<file path="src/common/cdcr_pkg.sv">
// shared constants and types of the card and device control register bank
package cdcr_pkg;
	// register offsets in configuration space
	localparam logic [7:0] CDCR_CARD_CTRL_OFS = 8'h91;
	localparam logic [7:0] CDCR_DEV_CTRL_OFS = 8'h92;
	// card control fields
	localparam int CDCR_CC_RING_EN = 7;
	localparam int CDCR_CC_KEEP_HI = 6; // software leaves 6..3 as found
	localparam int CDCR_CC_KEEP_LO = 3;
	localparam int CDCR_CC_AUDIO = 2;
	localparam int CDCR_CC_SPK = 1;
	localparam int CDCR_CC_IFLAG = 0;
	localparam logic [7:0] CDCR_CC_RESET = 8'h00;
	localparam logic [7:0] CDCR_CC_KEEP_MASK = 8'h78;
	// device control fields
	localparam int CDCR_DC_LOCK = 7;
	localparam int CDCR_DC_LV = 6;
	localparam int CDCR_DC_DIAG = 5;
	localparam int CDCR_DC_TEST_HI = 3;
	localparam int CDCR_DC_MODE_LO = 1;
	localparam int CDCR_DC_TEST_LO = 0;
	localparam logic [7:0] CDCR_DC_RESET = 8'h66;
	localparam logic [7:0] CDCR_DC_TEST_MASK = 8'h09;
	// terminal configuration code that carries the card audio pwm
	localparam logic [3:0] CDCR_AUDIO_PWM_CODE = 4'h8;
	// interrupt signalling modes
	typedef enum logic [1:0] {
		CDCR_MODE_PARALLEL = 2'b00,
		CDCR_MODE_RSVD = 2'b01,
		CDCR_MODE_SER_PAR = 2'b10,
		CDCR_MODE_SERIAL = 2'b11
	} cdcr_mode_t;
	// host apb register offsets
	localparam logic [11:0] CDCR_APB_CMD = 12'h000;
	localparam logic [11:0] CDCR_APB_STAT = 12'h004;
	localparam logic [11:0] CDCR_APB_ISTAT = 12'h008;
	localparam logic [11:0] CDCR_APB_IMASK = 12'h00c;
	// command word fields
	localparam int CDCR_CMD_GO = 0;
	localparam int CDCR_CMD_WR = 1;
	localparam int CDCR_CMD_FUNC = 2;
	localparam int CDCR_CMD_ADDR_LO = 8;
	localparam int CDCR_CMD_DATA_LO = 16;
	// host sequencer states
	typedef enum logic [2:0] {
		CDCR_H_IDLE = 3'b000,
		CDCR_H_RD_OLD = 3'b001,
		CDCR_H_WAIT_OLD = 3'b010,
		CDCR_H_ACCESS = 3'b011,
		CDCR_H_WAIT_ACC = 3'b100
	} cdcr_hstate_t;
endpackage

</file>
<file path="src/common/cdcr_cfg_if.sv">
// configuration access link between host controller and register bank
interface cdcr_cfg_if;
	logic req; // one-cycle access request
	logic func; // target function 0 or 1
	logic [7:0] addr; // configuration byte offset
	logic wr; // 1 write, 0 read
	logic [7:0] wdata; // write byte
	logic ack; // one-cycle answer
	logic [7:0] rdata; // read byte, valid with ack
	modport dev (input req, func, addr, wr, wdata, output ack, rdata);
	modport host (output req, func, addr, wr, wdata, input ack, rdata);
endinterface

</file>
<file path="src/hw/cdcr_device.sv">
// card control and device control register bank with its card-side pins
// What this block does
// - ring enable bit gates ring output
// - software preserves card control bits six to three
// - audio route bit drives pwm, function 0 wins
// - speaker enable passes xor of both sockets
// - speaker pin driven only while any enable
// - card interrupt sets flag, write one clears
// - marked bits cleared only by global reset
// - global bits single copy, function 0 only
// - power lock refuses power down in d3
// - force bit reports low voltage capability
// - diagnostic bit read/write, resets to one
// - device control bit four reads zero
// - software writes zero to test bit three
// - mode bits select interrupt signalling, reset serial
// - software writes zero to test bit zero
// - terminal code 1000 carries card audio pwm
//
// Added by the designer: register access over APB.
module cdcr_device
	import cdcr_pkg::*;
(
	input wire logic pclk, // bus clock
	input wire logic presetn, // ordinary reset, async low
	input wire logic global_reset_n, // global reset input, async low
	cdcr_cfg_if.dev cfg, // configuration access
	input wire logic ring_in, // ring event from the card pin
	input wire logic [1:0] card_irq_in, // functional interrupt per socket
	input wire logic [1:0] card_speaker_input, // speaker per socket
	input wire logic [1:0] card_audio_signal, // card audio per function
	input wire logic [3:0] multipurpose_terminal_sel, // multipurpose terminal configuration
	input wire logic [1:0] d3_state, // function in d3
	input wire logic [1:0] power_down_req, // software socket power down
	output logic ring_indicate_output, // gated ring
	output logic speaker_output_pin, // speaker data
	output logic speaker_output_pin_oe, // speaker pin drive enable
	output logic card_audio_pwm_output, // routed card audio
	output logic multipurpose_terminal, // terminal level
	output logic [1:0] power_down_grant, // power down allowed per socket
	output logic low_voltage_capable, // reported capability
	output cdcr_pkg::cdcr_mode_t interrupt_signal_mode, // signalling mode
	output logic [1:0] diagnostic_io_bit, // diagnostic bit per function
	output logic [1:0] card_interrupt_flag // flag per socket
);
	import cdcr_pkg::*;

	// pin synchroniser: stage one is read only by stage two
	logic [6:0] sync_a; // first stage
	logic [6:0] sync_b; // second stage, safe to use
	logic ring_s; // synced ring
	logic [1:0] irq_s; // synced interrupts
	logic [1:0] spk_s; // synced speaker
	logic [1:0] aud_s; // synced audio

	// card control storage
	logic ring_en; // shared copy
	logic [1:0] audio_route; // per function
	logic [1:0] spk_en; // per function
	logic [1:0] iflag; // per socket
	logic [1:0] keep_bits [2]; // bits 6..5 per function, ordinary reset
	// device control storage
	logic [1:0] pwr_lock; // per function
	logic [1:0] diag; // per function
	logic lv_force; // shared
	logic test_hi; // shared test bit 3
	logic test_lo; // shared test bit 0
	cdcr_mode_t mode; // shared

	// decoded accesses
	logic wr_cc; // write to card control
	logic wr_dc; // write to device control
	logic fsel; // function addressed
	logic gfn; // write may touch global bits
	logic [7:0] next_rdata; // read mux

	assign ring_s = sync_b[6];
	assign irq_s = sync_b[5:4];
	assign spk_s = sync_b[3:2];
	assign aud_s = sync_b[1:0];
	assign fsel = cfg.func;
	assign wr_cc = cfg.req && cfg.wr && (cfg.addr == CDCR_CARD_CTRL_OFS);
	assign wr_dc = cfg.req && cfg.wr && (cfg.addr == CDCR_DEV_CTRL_OFS);
	// function 1 writes cannot alter the shared copy
	assign gfn = !cfg.func;

	// two flip-flops for every pin
	always_ff @(posedge pclk or negedge presetn) begin
		if (!presetn) begin
			sync_a <= 7'h00;
			sync_b <= 7'h00;
		end else begin
			sync_a <= {ring_in, card_irq_in, card_speaker_input, card_audio_signal};
			sync_b <= sync_a;
		end
	end

	// shared bits live on the global reset only
	always_ff @(posedge pclk or negedge global_reset_n) begin
		if (!global_reset_n) begin
			ring_en <= CDCR_CC_RESET[CDCR_CC_RING_EN];
			lv_force <= CDCR_DC_RESET[CDCR_DC_LV];
			test_hi <= CDCR_DC_RESET[CDCR_DC_TEST_HI];
			test_lo <= CDCR_DC_RESET[CDCR_DC_TEST_LO];
			mode <= cdcr_mode_t'(CDCR_DC_RESET[CDCR_DC_MODE_LO +: 2]);
		end else begin
			if (wr_cc && gfn) begin
				ring_en <= cfg.wdata[CDCR_CC_RING_EN];
			end
			if (wr_dc && gfn) begin
				lv_force <= cfg.wdata[CDCR_DC_LV];
				test_hi <= cfg.wdata[CDCR_DC_TEST_HI];
				test_lo <= cfg.wdata[CDCR_DC_TEST_LO];
				mode <= cdcr_mode_t'(cfg.wdata[CDCR_DC_MODE_LO +: 2]);
			end
		end
	end

	// per-function bits, also global reset only
	always_ff @(posedge pclk or negedge global_reset_n) begin
		if (!global_reset_n) begin
			audio_route <= {2{CDCR_CC_RESET[CDCR_CC_AUDIO]}};
			spk_en <= {2{CDCR_CC_RESET[CDCR_CC_SPK]}};
			pwr_lock <= {2{CDCR_DC_RESET[CDCR_DC_LOCK]}};
			diag <= {2{CDCR_DC_RESET[CDCR_DC_DIAG]}};
		end else begin
			if (wr_cc) begin
				audio_route[fsel] <= cfg.wdata[CDCR_CC_AUDIO];
				spk_en[fsel] <= cfg.wdata[CDCR_CC_SPK];
			end
			if (wr_dc) begin
				pwr_lock[fsel] <= cfg.wdata[CDCR_DC_LOCK];
				diag[fsel] <= cfg.wdata[CDCR_DC_DIAG];
			end
		end
	end

	// interrupt flag per socket; a new event outranks the clearing write
	always_ff @(posedge pclk or negedge global_reset_n) begin
		if (!global_reset_n) begin
			iflag <= {2{CDCR_CC_RESET[CDCR_CC_IFLAG]}};
		end else begin
			for (int s = 0; s < 2; s++) begin
				if (irq_s[s]) begin
					iflag[s] <= 1'b1;
				end else if (wr_cc && (fsel == s[0]) && cfg.wdata[CDCR_CC_IFLAG]) begin
					iflag[s] <= 1'b0;
				end
			end
		end
	end

	// reserved read/write bits 6..5 follow the ordinary reset
	always_ff @(posedge pclk or negedge presetn) begin
		if (!presetn) begin
			keep_bits[0] <= CDCR_CC_RESET[CDCR_CC_KEEP_HI -: 2];
			keep_bits[1] <= CDCR_CC_RESET[CDCR_CC_KEEP_HI -: 2];
		end else if (wr_cc) begin
			keep_bits[fsel] <= cfg.wdata[CDCR_CC_KEEP_HI -: 2];
		end
	end

	// read mux; bits 4..3 of card control and bit 4 of device control read zero
	always_comb begin
		next_rdata = 8'h00;
		if (cfg.addr == CDCR_CARD_CTRL_OFS) begin
			next_rdata[CDCR_CC_RING_EN] = ring_en;
			next_rdata[CDCR_CC_KEEP_HI -: 2] = keep_bits[fsel];
			next_rdata[CDCR_CC_AUDIO] = audio_route[fsel];
			next_rdata[CDCR_CC_SPK] = spk_en[fsel];
			next_rdata[CDCR_CC_IFLAG] = iflag[fsel];
		end else if (cfg.addr == CDCR_DEV_CTRL_OFS) begin
			next_rdata[CDCR_DC_LOCK] = pwr_lock[fsel];
			next_rdata[CDCR_DC_LV] = lv_force;
			next_rdata[CDCR_DC_DIAG] = diag[fsel];
			next_rdata[CDCR_DC_TEST_HI] = test_hi;
			next_rdata[CDCR_DC_MODE_LO +: 2] = mode;
			next_rdata[CDCR_DC_TEST_LO] = test_lo;
		end else begin
			next_rdata = 8'h00; // unmapped offsets read zero
		end
	end

	// answer one cycle after every request, read or write
	always_ff @(posedge pclk or negedge presetn) begin
		if (!presetn) begin
			cfg.ack <= 1'b0;
			cfg.rdata <= 8'h00;
		end else begin
			cfg.ack <= cfg.req;
			if (cfg.req && !cfg.wr) begin
				cfg.rdata <= next_rdata;
			end
		end
	end

	// card side outputs, all registered
	always_ff @(posedge pclk or negedge presetn) begin
		if (!presetn) begin
			ring_indicate_output <= 1'b0;
			speaker_output_pin <= 1'b0;
			speaker_output_pin_oe <= 1'b0;
			card_audio_pwm_output <= 1'b0;
			multipurpose_terminal <= 1'b0;
			power_down_grant <= 2'b00;
		end else begin
			ring_indicate_output <= ring_en && ring_s;
			// sockets merged by xor, each gated by its own enable
			speaker_output_pin <= (spk_s[0] && spk_en[0]) ^ (spk_s[1] && spk_en[1]);
			speaker_output_pin_oe <= |spk_en;
			// function 0 takes priority when both ask for the route
			if (audio_route[0]) begin
				card_audio_pwm_output <= aud_s[0];
			end else if (audio_route[1]) begin
				card_audio_pwm_output <= aud_s[1];
			end else begin
				card_audio_pwm_output <= 1'b0;
			end
			// terminal shows pwm only when configured with the audio code
			multipurpose_terminal <= (multipurpose_terminal_sel == CDCR_AUDIO_PWM_CODE) && (|audio_route) &&
				(audio_route[0] ? aud_s[0] : aud_s[1]);
			// a locked function in d3 refuses the power down
			power_down_grant <= power_down_req & ~(pwr_lock & d3_state);
		end
	end

	// register contents seen directly by the system
	always_ff @(posedge pclk or negedge presetn) begin
		if (!presetn) begin
			low_voltage_capable <= CDCR_DC_RESET[CDCR_DC_LV];
			interrupt_signal_mode <= cdcr_mode_t'(CDCR_DC_RESET[CDCR_DC_MODE_LO +: 2]);
			diagnostic_io_bit <= {2{CDCR_DC_RESET[CDCR_DC_DIAG]}};
			card_interrupt_flag <= 2'b00;
		end else begin
			low_voltage_capable <= lv_force;
			interrupt_signal_mode <= mode;
			diagnostic_io_bit <= diag;
			card_interrupt_flag <= iflag;
		end
	end
endmodule // cdcr_device

</file>
<file path="src/flat_wrapper.sv">
// flat-port wrapper written by rule: the top's interface ports become plain ports
module cdcr_device_flat import cdcr_pkg::*;
  (pclk, presetn, global_reset_n, ring_in, card_irq_in, card_speaker_input, card_audio_signal, multipurpose_terminal_sel, d3_state, power_down_req, ring_indicate_output, speaker_output_pin, speaker_output_pin_oe, card_audio_pwm_output, multipurpose_terminal, power_down_grant, low_voltage_capable, interrupt_signal_mode, diagnostic_io_bit, card_interrupt_flag, cfg_req, cfg_func, cfg_addr, cfg_wr, cfg_wdata, cfg_ack, cfg_rdata);
  cdcr_cfg_if cfg_i ();
  input wire logic pclk;
  input wire logic presetn;
  input wire logic global_reset_n;
  input wire logic ring_in;
  input wire logic [1:0] card_irq_in;
  input wire logic [1:0] card_speaker_input;
  input wire logic [1:0] card_audio_signal;
  input wire logic [3:0] multipurpose_terminal_sel;
  input wire logic [1:0] d3_state;
  input wire logic [1:0] power_down_req;
  output logic ring_indicate_output;
  output logic speaker_output_pin;
  output logic speaker_output_pin_oe;
  output logic card_audio_pwm_output;
  output logic multipurpose_terminal;
  output logic [1:0] power_down_grant;
  output logic low_voltage_capable;
  output cdcr_pkg::cdcr_mode_t interrupt_signal_mode;
  output logic [1:0] diagnostic_io_bit;
  output logic [1:0] card_interrupt_flag;
  input wire logic [$bits(cfg_i.req)-1:0] cfg_req;
  input wire logic [$bits(cfg_i.func)-1:0] cfg_func;
  input wire logic [$bits(cfg_i.addr)-1:0] cfg_addr;
  input wire logic [$bits(cfg_i.wr)-1:0] cfg_wr;
  input wire logic [$bits(cfg_i.wdata)-1:0] cfg_wdata;
  output wire logic [$bits(cfg_i.ack)-1:0] cfg_ack;
  output wire logic [$bits(cfg_i.rdata)-1:0] cfg_rdata;
  assign cfg_i.req = cfg_req;
  assign cfg_i.func = cfg_func;
  assign cfg_i.addr = cfg_addr;
  assign cfg_i.wr = cfg_wr;
  assign cfg_i.wdata = cfg_wdata;
  assign cfg_ack = cfg_i.ack;
  assign cfg_rdata = cfg_i.rdata;
  cdcr_device u_core (.pclk(pclk), .presetn(presetn), .global_reset_n(global_reset_n), .cfg(cfg_i), .ring_in(ring_in), .card_irq_in(card_irq_in), .card_speaker_input(card_speaker_input), .card_audio_signal(card_audio_signal), .multipurpose_terminal_sel(multipurpose_terminal_sel), .d3_state(d3_state), .power_down_req(power_down_req), .ring_indicate_output(ring_indicate_output), .speaker_output_pin(speaker_output_pin), .speaker_output_pin_oe(speaker_output_pin_oe), .card_audio_pwm_output(card_audio_pwm_output), .multipurpose_terminal(multipurpose_terminal), .power_down_grant(power_down_grant), .low_voltage_capable(low_voltage_capable), .interrupt_signal_mode(interrupt_signal_mode), .diagnostic_io_bit(diagnostic_io_bit), .card_interrupt_flag(card_interrupt_flag));
endmodule
</file>
<file path="config.mk">
export PLATFORM = sky130hd
export DESIGN_NAME = cdcr_device_flat
export DESIGN_NICKNAME = d
export VERILOG_FILES = /design/src/common/cdcr_pkg.sv /design/src/common/cdcr_cfg_if.sv /design/src/hw/cdcr_device.sv /design/src/flat_wrapper.sv
export SDC_FILE = /design/constraint.sdc
export NUM_CORES = 1
export LEC_CHECK = 0
export ABC_CLOCK_PERIOD_IN_PS = 930
export BUFFER_PORTS_ARGS = -buffer_cell sky130_fd_sc_hd__buf_2
export CORE_MARGIN = 1
export CORE_UTILIZATION = 46
export DETAILED_ROUTE_END_ITERATION = 16
export PLACE_DENSITY = 0.73
export SLEW_MARGIN = 20
export SYNTH_ARGS = -nofsm -noshare
export SYNTH_HDL_FRONTEND = slang
export SYNTH_SLANG_ARGS = --single-unit
</file>
<file path="constraint.sdc">
create_clock -name pclk -period 0.93 [get_ports pclk]
set_input_delay 0.2325 -clock pclk [delete_from_list [all_inputs] [get_ports pclk]]
set_output_delay 0.2325 -clock pclk [all_outputs]
set_load 0.02 [all_outputs]
</file>
# Yosys cells after proc, flatten, opt, wreduce, memory -nomap -nowiden
# Cells that the tools add are included.
[word_totals]
regBits = 57
latchBits = 0
ramBits = 0
romBits = 0
inputBits = 37
out_inout_bits = 23
wordCells = 97
memories = 0
[classes]
n_addsub = 0
multipliers = 0
div = 0
n_lt_le_gt_ge = 4
n_eq_ne = 3
n_shift = 0
mux = 34
bitwise_logic = 6
reduce_logical = 23
[ops]
columns = ["operator", "n"]
rows = [
  ["1-bit 2-to-1 mux", 19],
  ["1-bit logical AND", 17],
  ["8-bit equality test, second input constant", 2],
  ["3-bit 2-to-1 mux", 3],
  ["2-bit bitwise mux", 4],
  ["2-bit 2-to-1 mux", 4],
  ["2-bit bitwise AND", 2],
  ["4-bit bitwise mux", 1],
  ["4-bit equality test, second input constant", 1],
  ["4-bit 2-to-1 mux", 1],
  ["2-bit nonzero test", 2],
  ["2-bit OR reduction", 2],
  ["2-bit demux with 1-bit select", 1],
  ["2-bit >= comparator, second input constant", 1],
  ["1-bit zero test", 2],
  ["1-bit by 2-bit < comparator with 1-bit output, second input constant", 1],
  ["2-bit by 1-bit < comparator with 1-bit output, second input constant", 1],
  ["1-bit NOT with 2-bit output", 1],
  ["2-bit NOT", 1],
  ["1-bit demux with 1-bit select", 1],
  ["1-bit >= comparator, second input constant", 1],
  ["1-bit NOT", 1],
  ["1-bit XOR", 1],
]

# Depth between registers and ports, before layout
[depth]
depth_word = 6
ltp_mapped = 4
ltp_nobuf = 3

# Worst setup path after synthesis
# Ideal clock, no wire load.
[synth_timing]
kind = "input-to-reg"
start = "in cfg_addr[3]"
end = "reg u_core.pwr_lock[0]"
setup_time_ns = 0.125
arrival_time_ns = 1.462
t_required_ns = 0.805
slack_ns = -0.657
path_stages = 3
cell_sequence = "nor4b_4 nor4b_4 mux2_2"
[synth_between]
elab_chain_cells = 2
[synth_lines]
columns = ["element", "line", "text"]
rows = [
  ["from (decl)", "flat_wrapper.sv:27", "input wire logic [$bits(cfg_i.addr)-1:0] cfg_addr;"],
  ["8-bit equality test", "cdcr_device.sv:83", "assign wr_dc = cfg.req && cfg.wr && (cfg.addr == CDCR_DEV_CTRL_OFS);"],
  ["1-bit logical AND", "cdcr_device.sv:83", ""],
  ["to (signal assigned)", "cdcr_device.sv:124", "pwr_lock <= {2{CDCR_DC_RESET[CDCR_DC_LOCK]}};"],
  ["to (signal, indexed assignment)", "cdcr_device.sv:132", "pwr_lock[fsel] <= cfg.wdata[CDCR_DC_LOCK];"],
  ["to (decl)", "cdcr_device.sv:63", "logic [1:0] pwr_lock;"],
]
# No other way between the ends.
# A chain may end at the register's enable or synchronous reset.

# Worst setup path after layout
[layout_timing]
start = "in cfg_addr[3]"
end = "reg u_core.iflag[1]"
[layout_between]
elab_chain_cells = 5
[layout_lines]
columns = ["element", "line", "text"]
rows = [
  ["8-bit equality test", "cdcr_device.sv:82", "assign wr_cc = cfg.req && cfg.wr && (cfg.addr == CDCR_CARD_CTRL_OFS);"],
  ["1-bit logical AND", "cdcr_device.sv:82", ""],
  ["1-bit logical AND (2 in a row)", "cdcr_device.sv:146", "end else if (wr_cc && (fsel == s[0]) && cfg.wdata[CDCR_CC_IFLAG]) begin"],
  ["2-bit nonzero test (no line)", "n/a", ""],
  ["to (signal assigned)", "cdcr_device.sv:141", "iflag <= {2{CDCR_CC_RESET[CDCR_CC_IFLAG]}};"],
  ["to (decl)", "cdcr_device.sv:60", "logic [1:0] iflag;"],
]
# No other way between the ends.

==> impl_metrics.toml <==
[worst_hold_path]
min_path_cells = 1
hp-class = "in2reg"

[synth]
syn_area_um2 = 2080
ys_ff_latch = 56
yosysWarnings = 0
seq_area_frac_synth_pct = 67.9
yosysTopAreaCell = "dfrtp_1"
synth_area_leaders = "dfrtp_1 55%, mux2_2 13%, dfstp_2 13%, nand2_1 2.5%, nor4b_4 2.3%"
synth_top_area_share_pct = 55.3
syn-num-nets = 174
syn_inst = 137
synth_area_per_cell_um2 = 15.2
synth.distinct_cells = 28

[pwr]
p_int_uw = 3320
p_clk_share_pct = 32.1
sw_frac_of_total_pct = 23.7
power_density_nw_per_um2 = 1320
irDropWorstVdd_mv = 0.949
p_switching_uw = 1030
power_frac_seq_pct = 58.0
power_frac_comb_pct = 10.0
leakage_uw = 0.00159
power_uw = 4350

[finish]
multiInputGateArea_um2 = 823
stdcell_count = 299
finalNetCount = 283
final_area_um2 = 3290
antennaDiodeCount = 0
layout.area.seq_um2 = 1410
area_growth_pct = 58.0
fillers = 248
drive_gt1_share_pct = 67.2
utilization_pct = 75.6

[sta]
rsz0062_at_grt = "yes"
drv_slew = 0
setup_viol = 50
finalHoldViolations = 0
fin_skew_ns = 0.0119
final.period_utilization_pct = 147
fin_setup_tns_ns = -11.57
fin_ws_ns = -0.437
period_minus_slack_ns = 1.37
fmax_mhz = 731

[critical_path]
cp.depth = 7
max_stage_delay_ns = 0.55
critPathArrivalTime_ns = 1.56
r2r_cells = 3
path_cells = "buf_6, or4b_4, buf_4, buf_6, buf_6, o41ai_4, nand2b_1"
cp-end-kind = "flip-flop"
cp_data_required_time_ns = 1.12
setup.worst_path.start = "cfg_addr[3]"
r2r-end = "u_core.cfg.rdata[2]"
critical_path_class = "in2reg"
worst-path-max-fanout = 2
path_buf_inv = 4
r2r_setup_slack_ns = -0.13
cp_top_family = "simple AND/OR/NAND/NOR gates"
reg2reg_from = "u_core.audio_route[0]"
cp_common_cell = "buf_6"
critPathLaunchType = "input pin"
worstSetupEndpoint = "u_core.iflag[1]"
slowest_stage = "or4b_4"

[route]
drc_errors = 0
drtIter0Drc = 67
ant_nets = 0
vias_per_cell = 5.29
drt_pre_antenna_iters = 4
wire_per_inst_um = 18.7
via_count = 1583
drt-total-wl_um = 5600

[clock_network]
clockBufferDepth = 2
cts.sinks = 56
cts_tree = "built"
h-tree-depth = 2
clk_pin_slew_worst_paths_ns = 0.09
worstSkewPairLatency_ns = 0.32
cts_made_buffers = 5
cts_root_buffer = "clkbuf_8"

[global_route]
grt_pass1_vias = 1839
grt_max_degree = 41
grt-ovfl-total = 0
grt_util_all_layers_pct = 25.0
antenna_found_initial = 0
grt_pass1_wl_um = 9070

[run_status]
status = "complete, but fails checks"
violations = "setup timing"

[place]
place_hpwl_um = 3300
postPlaceCellArea_um2 = 2720
port_buffers = 57
place_inst = 272
gp_congestion = 0.811

[floorplan]
die_w_um = 69.3
boundaryPins = 60
row_count = 24
coreArea_um2 = 4350
die-height_um = 69.3
initial_utilization_pct = 47.8
die_area_um2 = 4800

[job]
cap_violations = 0
[cell type report]
| type | count | share of cell area [%] |
|---|---|---|
| flip-flops and latches | 56 | 42.9 |
| repair buffers | 105 | 27.3 |
| multi-input cells | 78 | 25.0 |
| clock buffers | 6 | 2.51 |
| well taps | 52 | 1.98 |
| clock inverters | 2 | 0.304 |
[cell usage in the layout, fill, tap and decap left out, types with 2 or more instances in the layout]
master	Yosys	final
dfstp_2	10	10
nor4b_4	2	3
a22oi_2	0	6
dfrtp_1	46	46
buf_8	0	2
nand2_2	0	2
o21ai_1	0	7
nand2_1	14	12
a21boi_0	2	2
buf_2	0	32
or2_4	0	2
and2_1	2	2
nand4_1	3	3
buf_12	0	3
clkbuf_8	0	6
mux2_2	24	8
dlygate4sd3_1	0	2
clkinv_2	0	2
buf_6	0	35
buf_4	1	31
mux2_4	0	17
[power by group through the flow]
stage	Sequential [uW]	Clock (uW)	Combinational [uW]
final	2520	1390	433
after global routing	2530	1510	465
after CTS	2520	1400	422
after detailed placement	2560	0	341
after global placement	2560	0	325
after floorplan	2570	0	100
[sequential cells by signal, indices dropped and copies added, names as in the netlist, 4 cells and up]
name and cells:
u_core.sync_b 7, u_core.keep_bits 4, u_core.sync_a 7, u_core.cfg.rdata 7
[synth_stat cells (all sizes together)]
master,n
nand2b,2
nor4bb,1
dfrtp,46
nand2,14
nand4,3
xor2,1
conb,1
nor4,1
nand4bb,1
nor2b,1
dfstp,10
o41ai,1
clkbuf,2
mux2,25
nor2,1
nor4b,3
o21ai,8
a21o,1
or4b,1
a22oi,6
and4b,1
a21boi,2
and2,2
or2,2
buf,1
[kinds of logic (layout without fill, tap and decap cells)]
| kind of cell | Yosys count | count (layout) | synth area share, % |
|---|---|---|---|
| buffers and inverters | 3 | 113 | 0.721 |
| multiplexers | 25 | 25 | 13.5 |
| flip-flops | 56 | 56 | 67.9 |
| AND/OR/NAND/NOR | 33 | 33 | 11.7 |
| other | 1 | 1 | 0.180 |
| XOR/XNOR | 1 | 1 | 0.420 |
| AO/OA/AOI/OAI | 18 | 18 | 5.59 |
[worst min path at each step]
stage	startpoint	to	slack, ns
finish	card_audio_signal[1]	u_core.sync_a[1]	0.02
global route	card_irq_in[0]	u_core.sync_a[4]	0.002
CTS	card_irq_in[0]	u_core.sync_a[4]	0.01
detailed placement	global_reset_n	u_core.test_lo	0.17
global placement	global_reset_n	u_core.iflag[1]	0.16
floorplan	global_reset_n	u_core.audio_route[0]	-0.06
[layer usage]
metal / global-route usage, % / vias up / share of wire, %
li1: - / 700 / -
met1: 26.9 / 803 / 38
met2: 45.1 / 63 / 55
met5: 0 / - / 0
met3: 6.25 / 17 / 3.7
met4: 12.7 / 0 / 3.7
[worst register-to-register path, cell delays in order (launching register included)]
cell	delay [ns]
dfrtp_1	0.43
mux2_4	0.29
a22oi_2	0.14
o21ai_1	0.09
[through the flow]
stage / worst slack (ns) / hold slack [ns]
floorplan: -0.654 / -0.0631
global placement: -0.750 / 0.160
detailed placement: -0.769 / 0.171
CTS: -0.402 / 0.0144
global route: -0.441 / 0.00152
finish: -0.437 / 0.0215
[what timing repair did]
action | in CTS | in global routing
endpoints found under the hold margin | 46 | 0
buffers inserted | 14 | 8
resized for setup | 86 | 7
pin swaps | 16 | 3
hold buffers | 2 | 0
endpoints found under the setup margin | 51 | 50
Power figures use the tool's default switching activity.
